===== config.mk =====
export PLATFORM = sky130hd
export DESIGN_NAME = dcu_uart
export DESIGN_NICKNAME = d
export VERILOG_FILES = /design/src/dcu_pkg.sv /design/src/dcu_uart.sv
export VERILOG_INCLUDE_DIRS = /design/src /design/src/src
export SDC_FILE = /design/constraint.sdc
export NUM_CORES = 2
export LEC_CHECK = 0
export ABC_AREA = 1
export BUFFER_PORTS_ARGS = -buffer_cell sky130_fd_sc_hd__buf_2
export CORE_ASPECT_RATIO = 1.75
export CORE_MARGIN = 3
export CORE_UTILIZATION = 40
export DETAILED_ROUTE_END_ITERATION = 12
export MAX_ROUTING_LAYER = met4
export PLACE_DENSITY = 0.62
export SLEW_MARGIN = 10
export SYNTH_ARGS = -nofsm -noshare
export SYNTH_HDL_FRONTEND = slang
export SYNTH_SLANG_ARGS = --single-unit

===== constraint.sdc =====
create_clock -name mclk -period 6.8 [get_ports mclk]
set_input_delay 1.36 -clock mclk [delete_from_list [all_inputs] [get_ports mclk]]
set_output_delay 1.36 -clock mclk [all_outputs]
set_load 0.005 [all_outputs]

===== src/dcu_map.svh =====
// Register offsets, field positions, reset values and timing counts
`ifndef DCU_MAP_SVH
`define DCU_MAP_SVH
`define DCU_OFF_DATA 12'h000
`define DCU_OFF_IER 12'h004
`define DCU_OFF_IIR 12'h008
`define DCU_OFF_LCR 12'h00c
`define DCU_OFF_MCR 12'h010
`define DCU_OFF_LSR 12'h014
`define DCU_OFF_SCR 12'h01c
`define DCU_OFF_FRAC 12'h020
`define DCU_OFF_CLKM 12'h024
`define DCU_OFF_IRQS 12'h028
`define DCU_OFF_IRQM 12'h02c
`define DCU_OFF_CFG 12'h030
`define DCU_FIFO_DEPTH 64
`define DCU_OS_STD 4'hf
`define DCU_OS_HS 4'hd
`define DCU_LCR_RST 8'h03
`define DCU_DIV_RST 16'h0001
`define DCU_FRAC_RST 8'h10
`define DCU_CLKM_RST 2'h2
`define DCU_IRQM_RST 4'h0
`define DCU_CFG_RST 2'h0
`define DCU_LCR_DLAB 7
`define DCU_LCR_PEN 3
`define DCU_LCR_EPS 4
`define DCU_LCR_STB 2
`define DCU_MCR_LOOP 4
`define DCU_CFG_HS 0
`define DCU_CFG_IR 1
`endif


===== src/dcu_pkg.sv =====
// Types shared by the transceiver design
package dcu_pkg;
  typedef enum logic [1:0] {CLK_OFF, CLK_ON, CLK_AUTO} dcu_clkmode_t;
  typedef enum logic [2:0] {TX_IDLE, TX_START, TX_DATA, TX_PAR, TX_STOP} dcu_txst_t;
  typedef enum logic [2:0] {RX_IDLE, RX_START, RX_DATA, RX_PAR, RX_STOP} dcu_rxst_t;
endpackage


===== src/dcu_uart.sv =====
// Dual-class UART transceiver with APB register file
//
// Functional notes
// Standard class: separate 64-byte receive, transmit FIFOs
// Standard receive triggers 16, 32, 48, 60
// Standard transmit triggers 0, 4, 8, 16
// Classic register offsets, compatible programming model
// Fractional pre-divider then baud divider
// Clock modes on, off, auto gated idle
// Instance 6 adds infrared mode
// Standard up to 460800 from 13 MHz
// Standard rates 2400 through 460800 generated
// Internal loopback returns transmit to receiver
// High-speed class samples 14 times per bit
// High-speed up to 921600 from 13 MHz
// High-speed 64-byte FIFOs, no fractional pre-divider
// High-speed receive triggers 1,4,8,16,32,48
// High-speed transmit triggers 0, 4, 8
// High-speed adds 921600 to standard rates
// Interrupt on receive or transmit threshold
// Start, LSB-first data, parity, stop framing
`timescale 1ns/1ps
`include "dcu_map.svh"
module dcu_uart #(
  parameter int INSTANCE = 6
) (
  input wire logic mclk,
  input wire logic reset,
  input wire logic psel,
  input wire logic penable,
  input wire logic pwrite,
  input wire logic [11:0] paddr,
  input wire logic [31:0] pwdata,
  output logic [31:0] prdata,
  output logic pready,
  output logic pslverr,
  input wire logic serialIn,
  output logic serialOut,
  output logic irq
);
  localparam int DW = 6;
  // ------------------------------------------------------------
  // Register file
  // ------------------------------------------------------------
  logic [7:0] lcr_r;
  logic [7:0] mcr_r;
  logic [7:0] scr_r;
  logic [7:0] ier_r;
  logic [15:0] div_r;
  logic [7:0] frac_r;
  logic [1:0] clkMode_r;
  logic [1:0] cfg_r;
  logic [3:0] irqStat_r;
  logic [3:0] irqMask_r;
  logic [2:0] rxTrigSel_r;
  logic [1:0] txTrigSel_r;
  logic wrEn;
  logic rdEn;
  logic hsMode;
  logic irMode;
  logic loopMode;
  logic [7:0] rxFifo [0:63];
  logic [7:0] txFifo [0:63];
  logic [DW-1:0] rxWp_r, rxRp_r, txWp_r, txRp_r;
  logic [DW:0] rxCnt_r, txCnt_r;
  logic rxPush, rxPop, txPush, txPop;
  logic [7:0] rxByte_r;
  logic rxErr_r;
  logic rxOvr_r;
  assign wrEn = psel && penable && pwrite;
  assign rdEn = psel && penable && !pwrite;
  assign pready = 1'b1;
  assign pslverr = 1'b0;
  assign hsMode = cfg_r[`DCU_CFG_HS];
  assign irMode = (INSTANCE == 6) && !hsMode && cfg_r[`DCU_CFG_IR];
  assign loopMode = mcr_r[`DCU_MCR_LOOP];
  logic isData;
  assign isData = (paddr == `DCU_OFF_DATA) && !lcr_r[`DCU_LCR_DLAB];
  assign txPush = wrEn && isData && (txCnt_r != 7'(`DCU_FIFO_DEPTH));
  assign rxPop = rdEn && isData && (rxCnt_r != 7'h00);

  always_ff @(posedge mclk or posedge reset) begin
    if (reset) begin
      lcr_r <= `DCU_LCR_RST;
      mcr_r <= 8'h00;
      scr_r <= 8'h00;
      ier_r <= 8'h00;
      div_r <= `DCU_DIV_RST;
      frac_r <= `DCU_FRAC_RST;
      clkMode_r <= `DCU_CLKM_RST;
      cfg_r <= `DCU_CFG_RST;
      irqMask_r <= `DCU_IRQM_RST;
      rxTrigSel_r <= 3'h0;
      txTrigSel_r <= 2'h0;
    end else if (wrEn) begin
      case (paddr)
        `DCU_OFF_DATA: if (lcr_r[`DCU_LCR_DLAB]) div_r[7:0] <= pwdata[7:0];
        `DCU_OFF_IER: begin
          if (lcr_r[`DCU_LCR_DLAB]) div_r[15:8] <= pwdata[7:0];
          else ier_r <= pwdata[7:0];
        end
        `DCU_OFF_IIR: begin
          rxTrigSel_r <= pwdata[7:5];
          txTrigSel_r <= pwdata[4:3];
        end
        `DCU_OFF_LCR: lcr_r <= pwdata[7:0];
        `DCU_OFF_MCR: mcr_r <= pwdata[7:0];
        `DCU_OFF_SCR: scr_r <= pwdata[7:0];
        `DCU_OFF_FRAC: frac_r <= pwdata[7:0];
        `DCU_OFF_CLKM: clkMode_r <= pwdata[1:0];
        `DCU_OFF_IRQM: irqMask_r <= pwdata[3:0];
        `DCU_OFF_CFG: cfg_r <= pwdata[1:0];
        default: ;
      endcase
    end
  end

  // ------------------------------------------------------------
  // FIFOs
  // ------------------------------------------------------------
  always_ff @(posedge mclk) begin
    if (txPush) txFifo[txWp_r] <= pwdata[7:0];
    if (rxPush) rxFifo[rxWp_r] <= rxByte_r;
  end
  always_ff @(posedge mclk or posedge reset) begin
    if (reset) begin
      txWp_r <= '0;
      txRp_r <= '0;
      txCnt_r <= '0;
      rxWp_r <= '0;
      rxRp_r <= '0;
      rxCnt_r <= '0;
    end else begin
      if (txPush) txWp_r <= txWp_r + 6'h01;
      if (txPop) txRp_r <= txRp_r + 6'h01;
      txCnt_r <= txCnt_r + 7'(txPush) - 7'(txPop);
      if (rxPush) rxWp_r <= rxWp_r + 6'h01;
      if (rxPop) rxRp_r <= rxRp_r + 6'h01;
      rxCnt_r <= rxCnt_r + 7'(rxPush) - 7'(rxPop);
    end
  end

  // ------------------------------------------------------------
  // Thresholds
  // ------------------------------------------------------------
  logic [6:0] rxTrig, txTrig;
  always_comb begin
    if (hsMode) begin
      case (rxTrigSel_r)
        3'h0: rxTrig = 7'h01;
        3'h1: rxTrig = 7'h04;
        3'h2: rxTrig = 7'h08;
        3'h3: rxTrig = 7'h10;
        3'h4: rxTrig = 7'h20;
        default: rxTrig = 7'h30;
      endcase
      case (txTrigSel_r)
        2'h0: txTrig = 7'h00;
        2'h1: txTrig = 7'h04;
        default: txTrig = 7'h08;
      endcase
    end else begin
      case (rxTrigSel_r[1:0])
        2'h0: rxTrig = 7'h10;
        2'h1: rxTrig = 7'h20;
        2'h2: rxTrig = 7'h30;
        default: rxTrig = 7'h3c;
      endcase
      case (txTrigSel_r)
        2'h0: txTrig = 7'h00;
        2'h1: txTrig = 7'h04;
        2'h2: txTrig = 7'h08;
        default: txTrig = 7'h10;
      endcase
    end
  end
  logic rxLvl, txLvl, rxLvl_r, txLvl_r;
  assign rxLvl = rxCnt_r >= rxTrig;
  assign txLvl = txCnt_r <= txTrig;

  // ------------------------------------------------------------
  // Clock gating and bit-rate enables
  // ------------------------------------------------------------
  logic busy;
  logic rxBit;
  logic clkRun;
  logic [7:0] fracAcc_r;
  logic preTick;
  logic [15:0] divCnt_r;
  logic sTick;
  logic [8:0] fracSum;
  logic txBusy, rxBusy;
  // Line leaving idle wakes the auto clock so a start bit is not missed
  assign busy = txBusy || rxBusy || (txCnt_r != 7'h00) || !rxBit;
  always_comb begin
    case (clkMode_r)
      dcu_pkg::CLK_OFF: clkRun = 1'b0;
      dcu_pkg::CLK_ON: clkRun = 1'b1;
      default: clkRun = busy;
    endcase
  end
  // Pre-divider passes frac/256 of clock edges; unity when frac is zero
  assign fracSum = {1'b0, fracAcc_r} + {1'b0, frac_r};
  assign preTick = clkRun && (hsMode || frac_r == 8'h00 || fracSum[8]);
  always_ff @(posedge mclk or posedge reset) begin
    if (reset) begin
      fracAcc_r <= 8'h00;
      divCnt_r <= 16'h0000;
    end else if (clkRun) begin
      if (!hsMode) fracAcc_r <= fracSum[7:0];
      if (preTick) begin
        if (divCnt_r + 16'h0001 >= div_r) divCnt_r <= 16'h0000;
        else divCnt_r <= divCnt_r + 16'h0001;
      end
    end
  end
  assign sTick = preTick && (divCnt_r + 16'h0001 >= div_r);
  logic [3:0] osLast;
  assign osLast = hsMode ? `DCU_OS_HS : `DCU_OS_STD;

  // ------------------------------------------------------------
  // Transmitter
  // ------------------------------------------------------------
  dcu_pkg::dcu_txst_t txSt_r;
  logic [3:0] txOs_r;
  logic [2:0] txBit_r;
  logic [7:0] txSh_r;
  logic txLine_r;
  logic txPar_r;
  logic txStop2_r;
  logic [2:0] dataLast;
  logic irPulse;
  assign dataLast = {1'b1, lcr_r[1:0]};
  assign txBusy = txSt_r != dcu_pkg::TX_IDLE;
  assign txPop = (txSt_r == dcu_pkg::TX_IDLE) && (txCnt_r != 7'h00) && sTick;
  always_ff @(posedge mclk or posedge reset) begin
    if (reset) begin
      txSt_r <= dcu_pkg::TX_IDLE;
      txOs_r <= 4'h0;
      txBit_r <= 3'h0;
      txSh_r <= 8'h00;
      txLine_r <= 1'b1;
      txPar_r <= 1'b0;
      txStop2_r <= 1'b0;
    end else if (txPop) begin
      txSt_r <= dcu_pkg::TX_START;
      txSh_r <= txFifo[txRp_r];
      txPar_r <= !lcr_r[`DCU_LCR_EPS];
      txLine_r <= 1'b0;
      txOs_r <= 4'h0;
      txBit_r <= 3'h0;
      txStop2_r <= lcr_r[`DCU_LCR_STB];
    end else if (sTick && txSt_r != dcu_pkg::TX_IDLE) begin
      txOs_r <= txOs_r + 4'h1;
      if (txOs_r == osLast) begin
        txOs_r <= 4'h0;
        case (txSt_r)
          dcu_pkg::TX_START, dcu_pkg::TX_DATA: begin
            if (txSt_r == dcu_pkg::TX_DATA && txBit_r == dataLast) begin
              txSt_r <= lcr_r[`DCU_LCR_PEN] ? dcu_pkg::TX_PAR : dcu_pkg::TX_STOP;
              txLine_r <= lcr_r[`DCU_LCR_PEN] ? txPar_r : 1'b1;
            end else begin
              if (txSt_r == dcu_pkg::TX_DATA) txBit_r <= txBit_r + 3'h1;
              txSt_r <= dcu_pkg::TX_DATA;
              txLine_r <= txSh_r[0];
              txPar_r <= txPar_r ^ txSh_r[0];
              txSh_r <= {1'b0, txSh_r[7:1]};
            end
          end
          dcu_pkg::TX_PAR: begin
            txSt_r <= dcu_pkg::TX_STOP;
            txLine_r <= 1'b1;
          end
          dcu_pkg::TX_STOP: begin
            if (txStop2_r) txStop2_r <= 1'b0;
            else txSt_r <= dcu_pkg::TX_IDLE;
          end
          default: txSt_r <= dcu_pkg::TX_IDLE;
        endcase
      end
    end
  end
  // Infrared: short high pulse in first quarter of each zero bit
  assign irPulse = !txLine_r && (txOs_r < 4'h4);
  always_ff @(posedge mclk or posedge reset) begin
    if (reset) serialOut <= 1'b1;
    else if (loopMode) serialOut <= irMode ? 1'b0 : 1'b1;
    else serialOut <= irMode ? irPulse : txLine_r;
  end

  // ------------------------------------------------------------
  // Receiver
  // ------------------------------------------------------------
  logic rxS1_r, rxS2_r;
  dcu_pkg::dcu_rxst_t rxSt_r;
  logic [3:0] rxOs_r;
  logic [2:0] rxIdx_r;
  logic [7:0] rxSh_r;
  logic rxPar_r;
  always_ff @(posedge mclk or posedge reset) begin
    if (reset) begin
      rxS1_r <= 1'b1;
      rxS2_r <= 1'b1;
    end else begin
      rxS1_r <= serialIn;
      rxS2_r <= rxS1_r;
    end
  end
  assign rxBit = loopMode ? txLine_r : (irMode ? !rxS2_r : rxS2_r);
  assign rxBusy = rxSt_r != dcu_pkg::RX_IDLE;
  always_ff @(posedge mclk or posedge reset) begin
    if (reset) begin
      rxSt_r <= dcu_pkg::RX_IDLE;
      rxOs_r <= 4'h0;
      rxIdx_r <= 3'h0;
      rxSh_r <= 8'h00;
      rxPar_r <= 1'b0;
      rxByte_r <= 8'h00;
      rxPush <= 1'b0;
      rxErr_r <= 1'b0;
    end else begin
      rxPush <= 1'b0;
      rxErr_r <= 1'b0;
      if (rxSt_r == dcu_pkg::RX_IDLE) begin
        if (!rxBit && sTick) begin
          rxSt_r <= dcu_pkg::RX_START;
          rxOs_r <= 4'h0;
        end
      end else if (sTick) begin
        rxOs_r <= rxOs_r + 4'h1;
        if (rxOs_r == {1'b0, osLast[3:1]}) begin
          case (rxSt_r)
            dcu_pkg::RX_START: begin
              rxSt_r <= rxBit ? dcu_pkg::RX_IDLE : dcu_pkg::RX_DATA;
              rxIdx_r <= 3'h0;
              rxSh_r <= 8'h00;
              rxPar_r <= !lcr_r[`DCU_LCR_EPS];
            end
            dcu_pkg::RX_DATA: begin
              rxSh_r[rxIdx_r] <= rxBit;
              rxPar_r <= rxPar_r ^ rxBit;
              rxIdx_r <= rxIdx_r + 3'h1;
              if (rxIdx_r == dataLast)
                rxSt_r <= lcr_r[`DCU_LCR_PEN] ? dcu_pkg::RX_PAR : dcu_pkg::RX_STOP;
            end
            dcu_pkg::RX_PAR: begin
              rxErr_r <= rxBit != rxPar_r;
              rxSt_r <= dcu_pkg::RX_STOP;
            end
            dcu_pkg::RX_STOP: begin
              rxErr_r <= !rxBit;
              rxByte_r <= rxSh_r;
              rxPush <= rxCnt_r != 7'(`DCU_FIFO_DEPTH);
              rxSt_r <= dcu_pkg::RX_IDLE;
            end
            default: rxSt_r <= dcu_pkg::RX_IDLE;
          endcase
        end
        if (rxOs_r == osLast) rxOs_r <= 4'h0;
      end
    end
  end

  // ------------------------------------------------------------
  // Interrupts: 0 rx level, 1 tx level, 2 line error, 3 overrun
  // ------------------------------------------------------------
  logic [3:0] irqEv;
  always_ff @(posedge mclk or posedge reset) begin
    if (reset) begin
      rxLvl_r <= 1'b0;
      txLvl_r <= 1'b1;
      rxOvr_r <= 1'b0;
    end else begin
      rxLvl_r <= rxLvl;
      txLvl_r <= txLvl;
      rxOvr_r <= (rxSt_r == dcu_pkg::RX_STOP) && sTick && (rxCnt_r == 7'(`DCU_FIFO_DEPTH))
                 && (rxOs_r == {1'b0, osLast[3:1]});
    end
  end
  assign irqEv = {rxOvr_r, rxErr_r, txLvl && !txLvl_r, rxLvl && !rxLvl_r};
  always_ff @(posedge mclk or posedge reset) begin
    if (reset) irqStat_r <= 4'h0;
    else if (wrEn && paddr == `DCU_OFF_IRQS) irqStat_r <= (irqStat_r & ~pwdata[3:0]) | irqEv;
    else irqStat_r <= irqStat_r | irqEv;
  end
  always_ff @(posedge mclk or posedge reset) begin
    if (reset) irq <= 1'b0;
    else irq <= |(irqStat_r & irqMask_r);
  end

  // ------------------------------------------------------------
  // Read data
  // ------------------------------------------------------------
  logic [31:0] rdVal;
  always_comb begin
    rdVal = 32'h0000_0000;
    case (paddr)
      `DCU_OFF_DATA: rdVal[7:0] = lcr_r[`DCU_LCR_DLAB] ? div_r[7:0] : rxFifo[rxRp_r];
      `DCU_OFF_IER: rdVal[7:0] = lcr_r[`DCU_LCR_DLAB] ? div_r[15:8] : ier_r;
      `DCU_OFF_IIR: rdVal[7:0] = {2'h3, 2'h0, !(|(irqStat_r & irqMask_r)), 3'h0};
      `DCU_OFF_LCR: rdVal[7:0] = lcr_r;
      `DCU_OFF_MCR: rdVal[7:0] = mcr_r;
      `DCU_OFF_LSR: rdVal[7:0] = {1'b0, !txBusy && txCnt_r == 7'h00, txCnt_r == 7'h00,
                                 1'b0, 1'b0, 1'b0, irqStat_r[3], rxCnt_r != 7'h00};
      `DCU_OFF_SCR: rdVal[7:0] = scr_r;
      `DCU_OFF_FRAC: rdVal[7:0] = frac_r;
      `DCU_OFF_CLKM: rdVal[1:0] = clkMode_r;
      `DCU_OFF_IRQS: rdVal[3:0] = irqStat_r;
      `DCU_OFF_IRQM: rdVal[3:0] = irqMask_r;
      `DCU_OFF_CFG: rdVal[1:0] = cfg_r;
      default: rdVal = 32'h0000_0000;
    endcase
  end
  always_ff @(posedge mclk or posedge reset) begin
    if (reset) prdata <= 32'h0000_0000;
    else if (psel && !penable && !pwrite) prdata <= rdVal;
  end
endmodule


==> key figures <==
Logic synthesis
  – Area contributors post-synth: edfxtp_1 57%, nand2_1 9.6%, dfrtp_1 8.8%, nor2_1 4.8%, nand3_1 4.5%
  – Synth Area per Inst: 10.3 µm²
  – Syn Inst Count: 5228
  – EDFF count, synth: 1024
  – Main synth FF type: edfxtp_1
  – Synth warn: 0
  – Post-synthesis sequential area ratio: 66.5%
  – Synthesis-stage register bit count: between 1000 and 1500
  – Yosys top cell by area: edfxtp_1
  – Top cells by count, synth: 1379 x nand2_1, 1024 x edfxtp_1, 681 x nor2_1
  – Most common cell in the netlist: nand2_1
  – FFs w/ async S/R, synth: 16.3%
  – Area share of the largest cell type after synthesis: 57.2%
  – Yosys cell types: 57
  – Post-Syn Area: 53800 µm²

Power
  – P_leak: 22.7 nW
  – Final Total Pwr: 14.9 mW
  – Pwr dens: 253 nW/µm²
  – Worst VDD drop: between 200 and 300 µV

Timing
  – Fin worst setup slack: between 1500 and 2000 ps
  – Fin. max-slew vios: 0
  – Layout Skew: 52.6 ps
  – Max Clk Rate: 192 MHz
  – Min Clock Period, post-route: 5200 ps
  – Final Cycle Share: about three quarters
  – Worst-Margin Slew: about 1100 ps
  – RSZ-0062 raised after global routing: false
  – Setup violations, final: 0
  – Slew headroom: 23.6%
  – Fin Setup TNS: 0 ps
  – Endpoints failing hold: 0

Setup path
  – Critical path required time: 7390 ps
  – WS Path Type: flip-flop to flip-flop
  – Crit path max fanout: 21
  – CP arrival: 5780 ps
  – Critical Path Source Type: flip-flop
  – CP Capture Type: flip-flop

Finish
  – FILL cells: 12600
  – Nets: 5295
  – Final core occ: 44.2%
  – Area of the multi-input gates: approximately 15000 µm²
  – Ratio of cells with drive above 1 in the final layout: ~6.1%
  – FF/Latch Area: 35800 µm²
  – Area Overhead vs Synth: 9.63%

Drt
  – Iter 0 DRT Violations: 3462
  – Via count: 36200
  – Routed WL per cell: 19.6 µm
  – Vias/cell: 5.13
  – First-pass detailed-route iteration total: 8
  – DRC: 0
  – Total routed wirelength: 138 mm
  – Final antenna-violating net count: 0

Floorplanning
  – Die boundary width: 283 µm
  – Num ports: 86
  – Core ar.: 133000 µm²
  – Die Ht: 491 µm
  – Num rows: 177
  – Initial core utilization: 40.4%
  – Die ar.: approximately 140000 µm²

Clocking
  – Post-CTS Setup Bufs: 0
  – Hold Buf Count CTS: 0
  – CTS tree: done
  – Clk_lat worst skew: 730 ps
  – CTS resizes: 0
  – H-tree lvl count: 3
  – Clock tree buffer depth: 3
  – CTS root buffer: clkbuf_16
  – Cts bufs inserted: around 100
  – # clock sinks: 1224
  – Clock Pin Slew Worst Setup and Hold Paths: 70 ps

Placement
  – I/O Buffers: 35
  – Routability cong.: between 0.9 and 1
  – Dpl hpwl: 86.8 mm
  – Post-place setup slack: 1550 ps

GRT
  – First-pass GRT wire length: 210 mm
  – Number of global-route vias before repair: 35500
  – Initial antenna violation count: 5
  – Largest net degree at the start of global routing: 150
  – Total GRT Usage: around a fifth
  – Grt total ovfl: 0

Status
  – Run status: completed

Worst hold path
  – Hold Crit Class: flip-flop to flip-flop

Job
  – Max cap viols: 0
-- through the flow --
stage	hold slack, ps	cells	area (µm²)
after floorplan	345	5252	53900
after global placement	379	6867	55500
after detailed placement	379	6867	55500
after CTS	435	7060	59000
after global routing	442	7064	59000
final	429	7065	59000
-- power breakdown --
part / total, mW / leakage, nW / switching [mW] / internal, mW
logic: 0.686 / 10.2 / 0.474 / 0.213
registers: 8.18 / 10.8 / 0.0502 / 8.13
clock network: 6.08 / 1.68 / 2.75 / 3.33
-- worst max-delay path, cell delays in order (launching register included) --
cell     delay, ps
dfrtp_1        430
ha_1           220
nand3_1        150
nor3_1         260
inv_1          110
nor2_1         170
nand3_1        110
xor2_1         180
inv_1           60
ha_1           270
nand2_1         80
nor3_1         250
nand3_1        120
nand3_1        270
nand3_4        310
inv_2          340
ha_1           290
inv_1           60
ha_1           140
inv_1           60
fa_1           430
o21ai_0        340
nand2_1        100
a21oi_1        150
nor2_1          60
xor2_1         140
-- per-layer routing --
layer  GRT usage, %  part of all wire, %
met5              -                    0
met4           8.70                  4.3
met3           2.72                  6.0
met2           34.9                   51
met1           23.3                   38
-- worst paths after layout --
check / start / end / slack (ps) / cells past startpoint
max in group asynchronous: reset / rxRp_r[0] / 4630 / 3
min: rxS1_r / rxS2_r / 430 / 0
min in group asynchronous: reset / prdata[7] / 730 / 2
min reg2reg: rxS1_r / rxS2_r / 430 / 0
max reg2reg: divCnt_r[0] / txCnt_r[6] / 1600 / 25
max: divCnt_r[0] / txCnt_r[6] / 1600 / 25
-- cells by family after synthesis --
group	count (synthesis)	share of synthesized area, %
AND/OR/NAND/NOR	2659	20.4
multiplexers	5	0.0930
adder cells (fa/ha/maj)	63	1.51
flip-flops	1224	66.5
buffers and inverters	680	5.24
XOR/XNOR	49	0.798
other	2	0.0140
AO/OA/AOI/OAI	546	5.51
-- sequential cells by signal, indices dropped and copies added, names as in the netlist, 16 cells and up --
name,flops
divCnt_r,16
div_r,16
rxFifo,512
txFifo,512
-- cell type report --
type / instances / share of cell area, %
Clock inverter: 60 / 1.18
Antenna cell: 5 / 0.0212
Tap cell: 1790 / 3.80
Multi-Input combinational cell: 3348 / 26.0
Sequential cell: 1224 / 60.7
Timing Repair Buffer: 82 / 0.938
Clock buffer: 133 / 4.68
Inverter: 423 / 2.73
-- cell usage in the layout (no fill, tap or decap), types with 22 or more instances in the layout --
master / instances
clkbuf_1: 23
a21oi_1: 115
buf_2: 35
clkbuf_16: 104
o21ai_0: 335
ha_1: 60
nand2_1: 1379
inv_1: 401
nor2_1: 681
xor2_1: 39
nand3_1: 488
buf_4: 45
nor3_1: 38
o211ai_1: 34
clkinv_1: 22
edfxtp_1: 1024
conb_1: 26
dfrtp_1: 178
(Power assumes the default switching activity.)
